--- config.mk ---
export PLATFORM = sky130hd
export DESIGN_NAME = rssd_datapath
export DESIGN_NICKNAME = d
export VERILOG_FILES = /design/src/rssd_pkg.sv /design/src/rssd_datapath.sv /design/src/rssd_sub.sv
export SDC_FILE = /design/constraint.sdc
export NUM_CORES = 1
export LEC_CHECK = 0
export BUFFER_PORTS_ARGS = -buffer_cell sky130_fd_sc_hd__clkbuf_2
export CAP_MARGIN = 20
export CORE_ASPECT_RATIO = 0.5
export CORE_MARGIN = 2
export CORE_UTILIZATION = 47
export DETAILED_ROUTE_END_ITERATION = 10
export GPL_ROUTABILITY_DRIVEN = 1
export GPL_TIMING_DRIVEN = 1
export PLACE_DENSITY = 0.8
export SETUP_SLACK_MARGIN = 0.5
export SLEW_MARGIN = 10
export SYNTH_ARGS = -nofsm -noshare
export SYNTH_HDL_FRONTEND = slang
export SYNTH_SLANG_ARGS = --single-unit
export TNS_END_PERCENT = 20
--- constraint.sdc ---
create_clock -name clk_in -period 1.4 [get_ports clk_in]
set_input_delay 0.14 -clock clk_in [delete_from_list [all_inputs] [get_ports clk_in]]
set_output_delay 0.14 -clock clk_in [all_outputs]
set_load 0.01 [all_outputs]
--- src/rssd_pkg.sv ---
// package: opcodes, destination bit codes, reset values and widths for the datapath
package rssd_pkg;
   localparam int DATA_W      = 8;
   localparam int ADDR_W      = 7;
   localparam int WDT_W       = 8;
   localparam int PRE_W       = 8;
   localparam int OP_W        = 3;
   // operation codes on op_in
   localparam logic [2:0] OP_NONE   = 3'h0;
   localparam logic [2:0] OP_ROTATE = 3'h1;
   localparam logic [2:0] OP_LITSUB = 3'h2;
   localparam logic [2:0] OP_REGSUB = 3'h3;
   localparam logic [2:0] OP_REGSBB = 3'h4;
   localparam logic [2:0] OP_SLEEP  = 3'h5;
   localparam logic [2:0] OP_WDTTCK = 3'h6;
   // destination bit
   localparam logic DEST_ACC = 1'b0;
   localparam logic DEST_REG = 1'b1;
   // status bits and accumulator after reset
   localparam logic RST_CARRY   = 1'b0;
   localparam logic RST_NIBBLE  = 1'b0;
   localparam logic RST_ZERO    = 1'b0;
   localparam logic RST_TIMEOUT = 1'b1;
   localparam logic RST_PWRDOWN = 1'b1;
   localparam logic [7:0] RST_ACC = 8'h00;
endpackage : rssd_pkg

--- src/rssd_datapath.sv ---
// rotate, subtract and sleep datapath of the 8-bit core
`timescale 1ns/10ps
module rssd_datapath #(
   parameter int WDT_W = rssd_pkg::WDT_W,
   parameter int PRE_W = rssd_pkg::PRE_W
) (
   // clock and reset
   input  wire logic                          clk_in,
   input  wire logic                          rstn_in,
   // instruction issue, one cycle each
   input  wire logic [rssd_pkg::OP_W-1:0]     op_in,
   input  wire logic                          dest_in,
   input  wire logic [rssd_pkg::ADDR_W-1:0]   addr_in,
   input  wire logic [rssd_pkg::DATA_W-1:0]   literal_in,
   input  wire logic [rssd_pkg::DATA_W-1:0]   reg_data_in,
   // wake from sleep
   input  wire logic                          wake_in,
   // register file write back
   output logic                               reg_we_out,
   output logic      [rssd_pkg::ADDR_W-1:0]   reg_addr_out,
   output logic      [rssd_pkg::DATA_W-1:0]   reg_wdata_out,
   // architectural state
   output logic      [rssd_pkg::DATA_W-1:0]   acc_out,
   output logic                               carry_out,
   output logic                               nibble_carry_out,
   output logic                               zero_out,
   output logic                               timeout_flag_out,
   output logic                               power_down_flag_out,
   output logic      [WDT_W-1:0]              watchdog_counter_out,
   output logic      [PRE_W-1:0]              prescaler_out,
   // power
   output logic                               osc_run_out,
   output logic                               sleeping_out
);
   if (WDT_W < 1 || PRE_W < 1)
   begin : g_bad_width
      $error("rssd_datapath: counter widths must be positive");
   end

   // reset released through two flops
   logic rst_meta;
   logic rst_n;
   always_ff @(posedge clk_in or negedge rstn_in)
   begin
      if (!rstn_in)
      begin
         rst_meta <= 1'b0;
         rst_n    <= 1'b0;
      end
      else
      begin
         rst_meta <= 1'b1;
         rst_n    <= rst_meta;
      end
   end

   // wake pin synchroniser; only the second flop is read
   logic wake_meta;
   logic wake_sync;
   always_ff @(posedge clk_in or negedge rst_n)
   begin
      if (!rst_n)
      begin
         wake_meta <= 1'b0;
         wake_sync <= 1'b0;
      end
      else
      begin
         wake_meta <= wake_in;
         wake_sync <= wake_meta;
      end
   end

   typedef enum logic [1:0] {RUN, SLEEP_ENTER, ASLEEP} rssd_pwr_type;
   rssd_pwr_type pwr;
   rssd_pwr_type next_pwr;

   // instructions are ignored unless running
   wire logic running;
   wire logic is_rot;
   wire logic is_lit;
   wire logic is_reg;
   wire logic is_sbb;
   wire logic is_sub;
   wire logic is_sleep;
   assign running  = (pwr == RUN);
   assign is_rot   = running && (op_in == rssd_pkg::OP_ROTATE);
   assign is_lit   = running && (op_in == rssd_pkg::OP_LITSUB);
   assign is_reg   = running && (op_in == rssd_pkg::OP_REGSUB);
   assign is_sbb   = running && (op_in == rssd_pkg::OP_REGSBB);
   assign is_sub   = is_lit || is_reg || is_sbb;
   assign is_sleep = running && (op_in == rssd_pkg::OP_SLEEP);

   // subtract operands: literal or register minus accumulator
   wire logic [7:0] sub_a;
   wire logic       sub_borrow;
   wire logic [7:0] sub_diff;
   wire logic       sub_c;
   wire logic       sub_dc;
   wire logic       sub_z;
   assign sub_a      = is_lit ? literal_in : reg_data_in;
   assign sub_borrow = is_sbb ? ~carry_out : 1'b0;

   rssd_sub #(
      .WIDTH(rssd_pkg::DATA_W)
   ) u_sub (
      .a_in      (sub_a),
      .b_in      (acc_out),
      .borrow_in (sub_borrow),
      .diff_out  (sub_diff),
      .carry_out (sub_c),
      .nibble_out(sub_dc),
      .zero_out  (sub_z)
   );

   wire logic [7:0] rot_val;
   assign rot_val = {carry_out, reg_data_in[7:1]};

   wire logic [7:0] result;
   wire logic       to_reg;
   wire logic       to_acc;
   assign result = is_rot ? rot_val : sub_diff;
   assign to_reg = (is_rot || is_reg || is_sbb) && (dest_in == rssd_pkg::DEST_REG);
   assign to_acc = is_lit ||
                   ((is_rot || is_reg || is_sbb) && (dest_in == rssd_pkg::DEST_ACC));

   wire logic wdt_tick;
   assign wdt_tick = running && (op_in == rssd_pkg::OP_WDTTCK);

   always_comb
   begin
      next_pwr = pwr;
      unique case (pwr)
         RUN:         if (is_sleep) next_pwr = SLEEP_ENTER;
         SLEEP_ENTER: next_pwr = ASLEEP;
         ASLEEP:      if (wake_sync) next_pwr = RUN;
      endcase
   end

   always_ff @(posedge clk_in or negedge rst_n)
   begin
      if (!rst_n)
      begin
         pwr <= RUN;
      end
      else
      begin
         pwr <= next_pwr;
      end
   end

   // datapath results and status
   always_ff @(posedge clk_in or negedge rst_n)
   begin
      if (!rst_n)
      begin
         acc_out          <= rssd_pkg::RST_ACC;
         carry_out        <= rssd_pkg::RST_CARRY;
         nibble_carry_out <= rssd_pkg::RST_NIBBLE;
         zero_out         <= rssd_pkg::RST_ZERO;
         reg_we_out       <= 1'b0;
         reg_addr_out     <= '0;
         reg_wdata_out    <= '0;
      end
      else
      begin
         reg_we_out    <= to_reg;
         reg_addr_out  <= addr_in;
         reg_wdata_out <= result;
         if (to_acc)
            acc_out <= result;
         if (is_rot)
            carry_out <= reg_data_in[0];
         else if (is_sub)
            carry_out <= sub_c;
         if (is_sub)
         begin
            nibble_carry_out <= sub_dc;
            zero_out         <= sub_z;
         end
      end
   end

   // watchdog, prescaler and power flags
   always_ff @(posedge clk_in or negedge rst_n)
   begin
      if (!rst_n)
      begin
         timeout_flag_out     <= rssd_pkg::RST_TIMEOUT;
         power_down_flag_out  <= rssd_pkg::RST_PWRDOWN;
         watchdog_counter_out <= '0;
         prescaler_out        <= '0;
      end
      else if (is_sleep)
      begin
         timeout_flag_out     <= 1'b1;
         power_down_flag_out  <= 1'b0;
         watchdog_counter_out <= '0;
         prescaler_out        <= '0;
      end
      else if (wdt_tick)
      begin
         // prescaler carries into the counter on rollover
         prescaler_out <= prescaler_out + PRE_W'(1);
         if (&prescaler_out)
            watchdog_counter_out <= watchdog_counter_out + WDT_W'(1);
      end
   end

   // oscillator stops once the flag updates have landed
   always_ff @(posedge clk_in or negedge rst_n)
   begin
      if (!rst_n)
      begin
         osc_run_out  <= 1'b1;
         sleeping_out <= 1'b0;
      end
      else
      begin
         osc_run_out  <= (next_pwr != ASLEEP);
         sleeping_out <= (next_pwr != RUN);
      end
   end

   // checks
   rotate_carry_a: assert property (@(posedge clk_in) disable iff (!rst_n)
      is_rot |=> carry_out == $past(reg_data_in[0]))
      else $error("rotate carry wrong");
   rotate_bit7_a: assert property (@(posedge clk_in) disable iff (!rst_n)
      is_rot && dest_in |=> reg_wdata_out == {$past(carry_out), $past(reg_data_in[7:1])}
      && reg_we_out)
      else $error("rotate result wrong");
   rotate_flags_a: assert property (@(posedge clk_in) disable iff (!rst_n)
      is_rot |=> $stable(zero_out) && $stable(nibble_carry_out))
      else $error("rotate touched other flags");
   dest_acc_a: assert property (@(posedge clk_in) disable iff (!rst_n)
      (is_reg || is_sbb) && !dest_in |=> !reg_we_out && acc_out ==
      8'($past(reg_data_in) - $past(acc_out) - {7'h00, $past(is_sbb) & ~$past(carry_out)}))
      else $error("destination acc wrong");
   lit_sub_a: assert property (@(posedge clk_in) disable iff (!rst_n)
      is_lit |=> acc_out == 8'($past(literal_in) - $past(acc_out)) && !reg_we_out)
      else $error("literal subtract wrong");
   lit_carry_a: assert property (@(posedge clk_in) disable iff (!rst_n)
      is_lit |=> carry_out == ($past(acc_out) <= $past(literal_in)) &&
      nibble_carry_out == ($past(acc_out[3:0]) <= $past(literal_in[3:0])))
      else $error("literal carry wrong");
   reg_carry_a: assert property (@(posedge clk_in) disable iff (!rst_n)
      is_reg |=> carry_out == ($past(acc_out) <= $past(reg_data_in)))
      else $error("register carry wrong");
   borrow_sub_a: assert property (@(posedge clk_in) disable iff (!rst_n)
      is_sbb && dest_in |=> reg_wdata_out ==
      8'($past(reg_data_in) - $past(acc_out) - {7'h00, ~$past(carry_out)}))
      else $error("borrow subtract wrong");
   zero_flag_a: assert property (@(posedge clk_in) disable iff (!rst_n)
      is_sub |=> zero_out == ((reg_we_out ? reg_wdata_out : acc_out) == 8'h00))
      else $error("zero flag wrong");
   sleep_flags_a: assert property (@(posedge clk_in) disable iff (!rst_n)
      is_sleep |=> timeout_flag_out && !power_down_flag_out &&
      watchdog_counter_out == '0 && prescaler_out == '0)
      else $error("sleep flags wrong");
   sleep_osc_a: assert property (@(posedge clk_in) disable iff (!rst_n)
      is_sleep |=> osc_run_out ##1 !osc_run_out)
      else $error("oscillator not halted");

   rotate_c: cover property (@(posedge clk_in) disable iff (!rst_n) is_rot && dest_in);
   borrow_c: cover property (@(posedge clk_in) disable iff (!rst_n) is_sbb && !carry_out);
   sleep_c:  cover property (@(posedge clk_in) disable iff (!rst_n)
      is_sleep ##2 !osc_run_out ##[1:20] osc_run_out);
endmodule : rssd_datapath

--- src/rssd_sub.sv ---
// subtractor: a - b - borrow with carry, nibble carry and zero
`timescale 1ns/10ps
module rssd_sub #(
   parameter int WIDTH = 8
) (
   // operands
   input  wire logic [WIDTH-1:0] a_in,
   input  wire logic [WIDTH-1:0] b_in,
   input  wire logic             borrow_in,
   // result
   output logic      [WIDTH-1:0] diff_out,
   output logic                  carry_out,
   output logic                  nibble_out,
   output logic                  zero_out
);
   if (WIDTH < 5)
   begin : g_bad_width
      $error("rssd_sub: width must exceed a nibble");
   end

   // carry is the inverted borrow: a + ~b + ~borrow
   wire logic [WIDTH:0] full_sum;
   wire logic [4:0]     low_sum;
   assign full_sum   = {1'b0, a_in} + {1'b0, ~b_in} + {{WIDTH{1'b0}}, ~borrow_in};
   assign low_sum    = {1'b0, a_in[3:0]} + {1'b0, ~b_in[3:0]} + {4'h0, ~borrow_in};
   assign diff_out   = full_sum[WIDTH-1:0];
   assign carry_out  = full_sum[WIDTH];
   assign nibble_out = low_sum[4];
   assign zero_out   = (full_sum[WIDTH-1:0] == '0);
endmodule : rssd_sub

# Yosys cells after proc, flatten, opt, wreduce, memory -nomap -nowiden
# Index checks and enable logic that the tools add are counted.
[classes]
addsub = 6
mul = 0
div_mod_pow = 0
magnitude_cmp = 0
eq_ne = 9
shifts = 0
muxes = 13
bitwise = 5
n_reduce_logical = 21
[op_table]
columns = ["operator", "n"]
rows = [
  ["2-to-1 mux 8 bit", 7],
  ["adder 8 x 1 -> 8 bit, second input constant", 2],
  ["adder 8 x 8 -> 9 bit", 1],
  ["adder 9 x 1 -> 9 bit", 1],
  ["== test 3 bit, second input constant", 3],
  ["logical AND 1 bit", 8],
  ["zero test 8 bit", 1],
  ["NOT 8 bit", 1],
  ["AND reduction 8 bit", 1],
  ["nonzero test 2 bit", 4],
  ["== test 3 x 2 -> 1 bit, second input constant", 2],
  ["one-hot mux 2 bit (3 select lines)", 1],
  ["adder 4 x 4 -> 5 bit", 1],
  ["adder 5 x 1 -> 5 bit", 1],
  ["logical OR 1 bit", 5],
  ["2-to-1 mux 2 bit", 2],
  ["NOT 4 bit", 1],
  ["== test 3 x 1 -> 1 bit, second input constant", 1],
  ["2-to-1 mux 1 bit", 3],
  ["NOT 1 bit", 3],
  ["== test 2 x 1 -> 1 bit, second input constant", 1],
  ["== test 2 bit, second input constant", 1],
  ["zero test 2 bit", 1],
  ["!= test 2 bit, second input constant", 1],
  ["AND reduction 2 bit", 1],
]
[word_totals]
reg_bits = 52
latchBits = 0
ramBits = 0
romBits = 0
inputBits = 30
output_inout_bits = 47
wordCells = 71
n_memories = 0

# Depth between registers and ports, before layout
[depth]
ltp_word = 7
mapped_depth = 13

# Modules after synthesis
# Synthesis repeated with hierarchy kept, for this count alone.
[unflattened]
hier_cells = 238
hier_area_um2 = 2675.1
[modules_own_cells]
columns = ["module", "n_inst", "cells_per_inst", "area_each_um2", "seq_area_each_um2"]
rows = [
  ["rssd_datapath", 1, 186, 2282.2, 1303.8],
  ["rssd_sub", 1, 52, 392.9, 0.0],
]

# Worst setup path after synthesis
# Ideal clock, no wire load.
[synth_timing]
kind = "reg-to-reg"
from = "register pwr[0]"
to = "register acc_out[4] (netlist bit)"
setup_ns = 0.125
arrival_ns = 3.402
required_ns = 1.275
slack_ns = -2.127
path_stages_with_launch = 14
n_path_buf = 2
period_less_slack_ns = 3.527
path_cell_list = "dfrtp_1 inv_1 ha_1 buf_4 and4bb_2 clkbuf_1 mux2_2 fa_1 fa_1 a21o_1 a21oi_1 xnor2_1 mux2_2 mux2_2"
[synth_between]
elab_chain_len = 6
[synth_lines]
columns = ["element", "line", "text"]
rows = [
  ["start, declared", "rssd_datapath.sv:75", "rssd_pwr_type pwr;"],
  ["start signal, assigned", "rssd_datapath.sv:148", "pwr <= next_pwr;"],
  ["zero test 2 bit *", "rssd_datapath.sv:86", "assign running = (pwr == RUN);"],
  ["logical AND 1 bit (on tied branches)", "rssd_datapath.sv:88, rssd_datapath.sv:90", ""],
  ["2-to-1 mux 8 bit or 2-to-1 mux 1 bit (tied branches)", "rssd_datapath.sv:101, rssd_datapath.sv:102", ""],
  ["adder 8 x 8 -> 9 bit or NOT 1 bit (tied branches)", "rssd_sub.sv:24", "assign full_sum = {1'b0, a_in} + {1'b0, ~b_in} + {{WIDTH{1'b0}}, ~borrow_in};"],
  ["adder 9 x 1 -> 9 bit", "rssd_sub.sv:24", ""],
  ["2-to-1 mux 8 bit *", "rssd_datapath.sv:122", "assign result = is_rot ? rot_val : sub_diff;"],
  ["named net result[4]", "rssd_datapath.sv:119", "wire logic [7:0] result;"],
  ["end signal, assigned", "rssd_datapath.sv:157", "acc_out <= rssd_pkg::RST_ACC;"],
  ["end signal, assigned", "rssd_datapath.sv:171", "acc_out <= result;"],
  ["end, declared", "rssd_datapath.sv:23", "output logic [rssd_pkg::DATA_W-1:0] acc_out,"],
]
# The timed path passes the listed nets; every way through them passes the cells marked *.
# A chain may end at the register's enable or synchronous reset.

# Worst setup path in the final report
[layout_timing]
from = "register pwr[0]"
to = "register acc_out[6] (netlist bit)"
# Same word-level chain as after synthesis.

==> results.md <==
* Max_cap viols at 0
* PD cells at about 2200 mW/mm^2
* P&R area growth vs syn at 73.41%
* Worst-Margin Slew at 684.2 ps
* Cell-internal power at ~6.0 mW
* Grt ovf at 0
* Row count at 19
* Proportion of layout cells with a drive suffix above 1 at around 59%
* Critical-path cell list: inv_2, ha_4, and4bb_2, mux2_4, fa_2, fa_2, a21o_4, a221oi_4, xnor2_1, o21ai_1, mux2_2
* Switch Pwr at slightly above 4 mW
* Starting density of the core at between 40 and 50%
* Leakage at 2.287 nW
* Post-route ant nets at 0
* Synth area leaders: dfrtp_1 47%, mux2_2 7.1%, ha_1 5.6%, xor2_1 3.3%, nand2_1 3.1%
* Syn. warnings at 0
* CP endpoint kind: flop
* Die Span Y at between 50 and 60 microns
* Setup Skew at between 10 and 15 ps
* Tcrit/Tclk final at 239.1%
* Status: finished with violations
* Largest net degree at the start of global routing at 51
* Drt first pass iters at 5
* Yosys top cell by area: dfrtp_1
* Top cell type's share of synthesized area at a little under half
* Vias in the first global route at 2,814
* Clock power frac at roughly 13%
* Commonest cells in the netlist: 50 x dfrtp_1, 22 x nand2_1, 17 x inv_1, 17 x mux2_2, 17 x nor2_1
* Critical Path RT at ~1600 ps
* Avg WL per Cell at approximately 24 microns
* Port bufs at between 70 and 80
* Setup TNS at -36,840 ps
* Net count, final at roughly 450
* Syn_area_per_cell at between 10 and 15 sq um
* Comb pwr share at 65.8%
* Num ports at 77
* Die X at between 100 and 150 microns
* RSZ-0062 raised after global routing: true
* Peak VDD IR at ~1.8 mV
* Multi-input gate area at roughly 0.0017 sq mm
* Yosys reg bits at 52
* Fin worst setup slack at -1948 ps
* Syn Std Cell Area at 0.002683 sq mm
* Number of synthesized flops with an enable pin at 0
* Maximum clock frequency at 0.2987 GHz
* # diodes at 0
* Post-Synthesis Cells at ~250
* CP max stage delay at 400 ps
* Core Region at 0.005492 sq mm
* Clk_lat worst skew at 310 ps
* Via-per-instance ratio at about 6.1
* CP bufs+invs at 1
* Longest Clk Path Bufs at 2
* Sequential Power Share at around a fifth
* Startpoint Class: flop
* Worst Setup SP: pwr[0]
* Clk sinks at 52
* RR Startpoint: pwr[0]
* Final hold vios at 0
* Total global-route track usage at just over 30%
* Post-detail-place hpwl at around 5000 microns
* Post-synth ARST share at 100.0%
* Register Area at roughly 0.0013 sq mm
* Dominant synthesized flop cell: dfrtp_1
* DRC at 0
* Post-synthesis sequential area ratio at about half
* Vias at about 3,000
* WS Path Type: flop to flop
* # fillers at between 200 and 250
* HP Start: dest_in
* # H-tree levels at 2
* CP delay by family, top: adder cells
* Clock buffer count from CTS at 5
* Pre-CTS setup slack at -1706 ps
* Root buffer cell: clkbuf_16
* Crit Path Max Fanout at 3
* Main combinational cell family by area after synthesis: simple AND/OR/NAND/NOR gates
* Relative slew slack at a little over half
* Worst min path class: input pin to flop
* Final setup fails at 40
* Post-synth cell types at 55
* Clock transition at path regs at approximately 80 ps
* Mux contribution to synthesized area at ~7.5%
* CP Data Arrival Time at 3540 ps
* Initial DRC count at around 170
* Post-synthesis adder-cell area fraction at around 7.1%
* Global-route wire length before repair at roughly 15,000 microns
* XOR/XNOR share of the synthesized area at just under 5%
* Initial antenna violation count at 0
* Max-slew violations at 0
* Count leader, synth: dfrtp_1
* Die ar. at about 0.0064 sq mm
* Synth Area in Simple Gates at 18.10%
* Failing checks: setup timing
* CP max-delay cell: dfrtp_1
* Worst path most repeated cell: fa_2
* Sw Share at 40.89%
* DRT Wirelength at around 12,000 microns
* GPL Wtd Cong at 0.8780
* Compound-gate portion of the synthesized area at 9.841%
* Final min period at roughly 3300 ps
* CTS tree: built
## worst register-to-register path, stage by stage, from the launching register on
cell	delay, ps
dfrtp_1	400
inv_2	110
ha_4	180
and4bb_2	280
mux2_4	330
fa_2	380
fa_2	380
a21o_4	250
a221oi_4	300
xnor2_1	190
o21ai_1	160
mux2_2	310
## stage by stage
stage	total power [mW]	hold WS [ps]	cells	cell area (sq um)	util [%]
global placement	5.765	-71.75	452	3659	66.62
detailed placement	5.911	-64.23	452	3659	66.62
floorplan	4.270	-155.6	246	2750	-
global route	10.31	162.4	484	4652	84.71
finish	10.08	172.5	484	4652	84.71
CTS	8.052	86.14	477	4258	77.53
## cell type report
type / instances / share of cell area (%)
clock buffers: 6 / 2.770
clock inverters: 2 / 0.3497
inverters: 17 / 1.372
multi-input cells: 171 / 36.31
flip-flops and latches: 52 / 28.05
well taps: 73 / 1.963
repair buffers: 163 / 29.18
## what timing repair did
item,in CTS,in global routing
setup endpoints to repair,87,87
pin swaps,14,11
resized for setup,65,105
hold buffers,9,0
endpoints found under the hold margin,10,0
buffers inserted,8,7
## worst paths after layout
kind                               endpoint  slack (ps)  depth (start not counted)
max                              acc_out[6]       -1950                         11
min                              reg_we_out         170                          3
max reg2reg                      acc_out[6]       -1950                         11
min reg2reg                reg_wdata_out[5]         270                          1
max in group asynchronous       osc_run_out         830                          1
min in group asynchronous          rst_meta         200                          2
## power by group through the flow
stage                     clock network [mW]  logic, mW  registers, mW
after floorplan                            0       1.97           2.30
final                                   1.29       6.64           2.15
after CTS                               1.22       4.75           2.08
after global placement                     0       3.70           2.06
after global routing                    1.33       6.81           2.17
after detailed placement                   0       3.83           2.08
## cells by family after synthesis
logic type               count (synthesis)
flip-flops                              52
multiplexers                            18
other                                    1
AND/OR/NAND/NOR                         83
adder cells (fa/ha/maj)                 14
AO/OA/AOI/OAI                           39
buffers and inverters                   23
XOR/XNOR                                15
## registers in the layout, summed over array words and instances, names as in the netlist, 2 cells and up
signal / count
reg_wdata_out: 8
prescaler_out: 8
reg_addr_out: 7
watchdog_counter_out: 8
pwr: 2
acc_out: 8
## layout by cell type, fill, tap and decap left out, types with 5 or more instances in the layout
cell	Yosys	final
ha_4	0	6
nor2_1	17	16
nand2_1	22	18
dfrtp_1	50	49
buf_6	0	45
mux2_2	17	6
o21ai_2	1	5
nand4_1	6	6
clkbuf_2	0	31
mux2_4	0	11
buf_4	4	52
buf_2	1	18
dlygate4sd3_1	0	9
inv_1	17	15
clkbuf_16	0	5
buf_8	0	7
xor2_1	10	9
## layer usage
metal	GRT usage (%)	vias up	routed length, microns	part of all wire, %
met4	14.64	0	942	8.0
met2	55.04	217	5511	47
met3	5.951	93	1006	8.6
li1	-	1176	-	-
met5	0	-	0	0
met1	36.71	1444	4251	36
No activity file was read; power rests on OpenSTA's default activity.
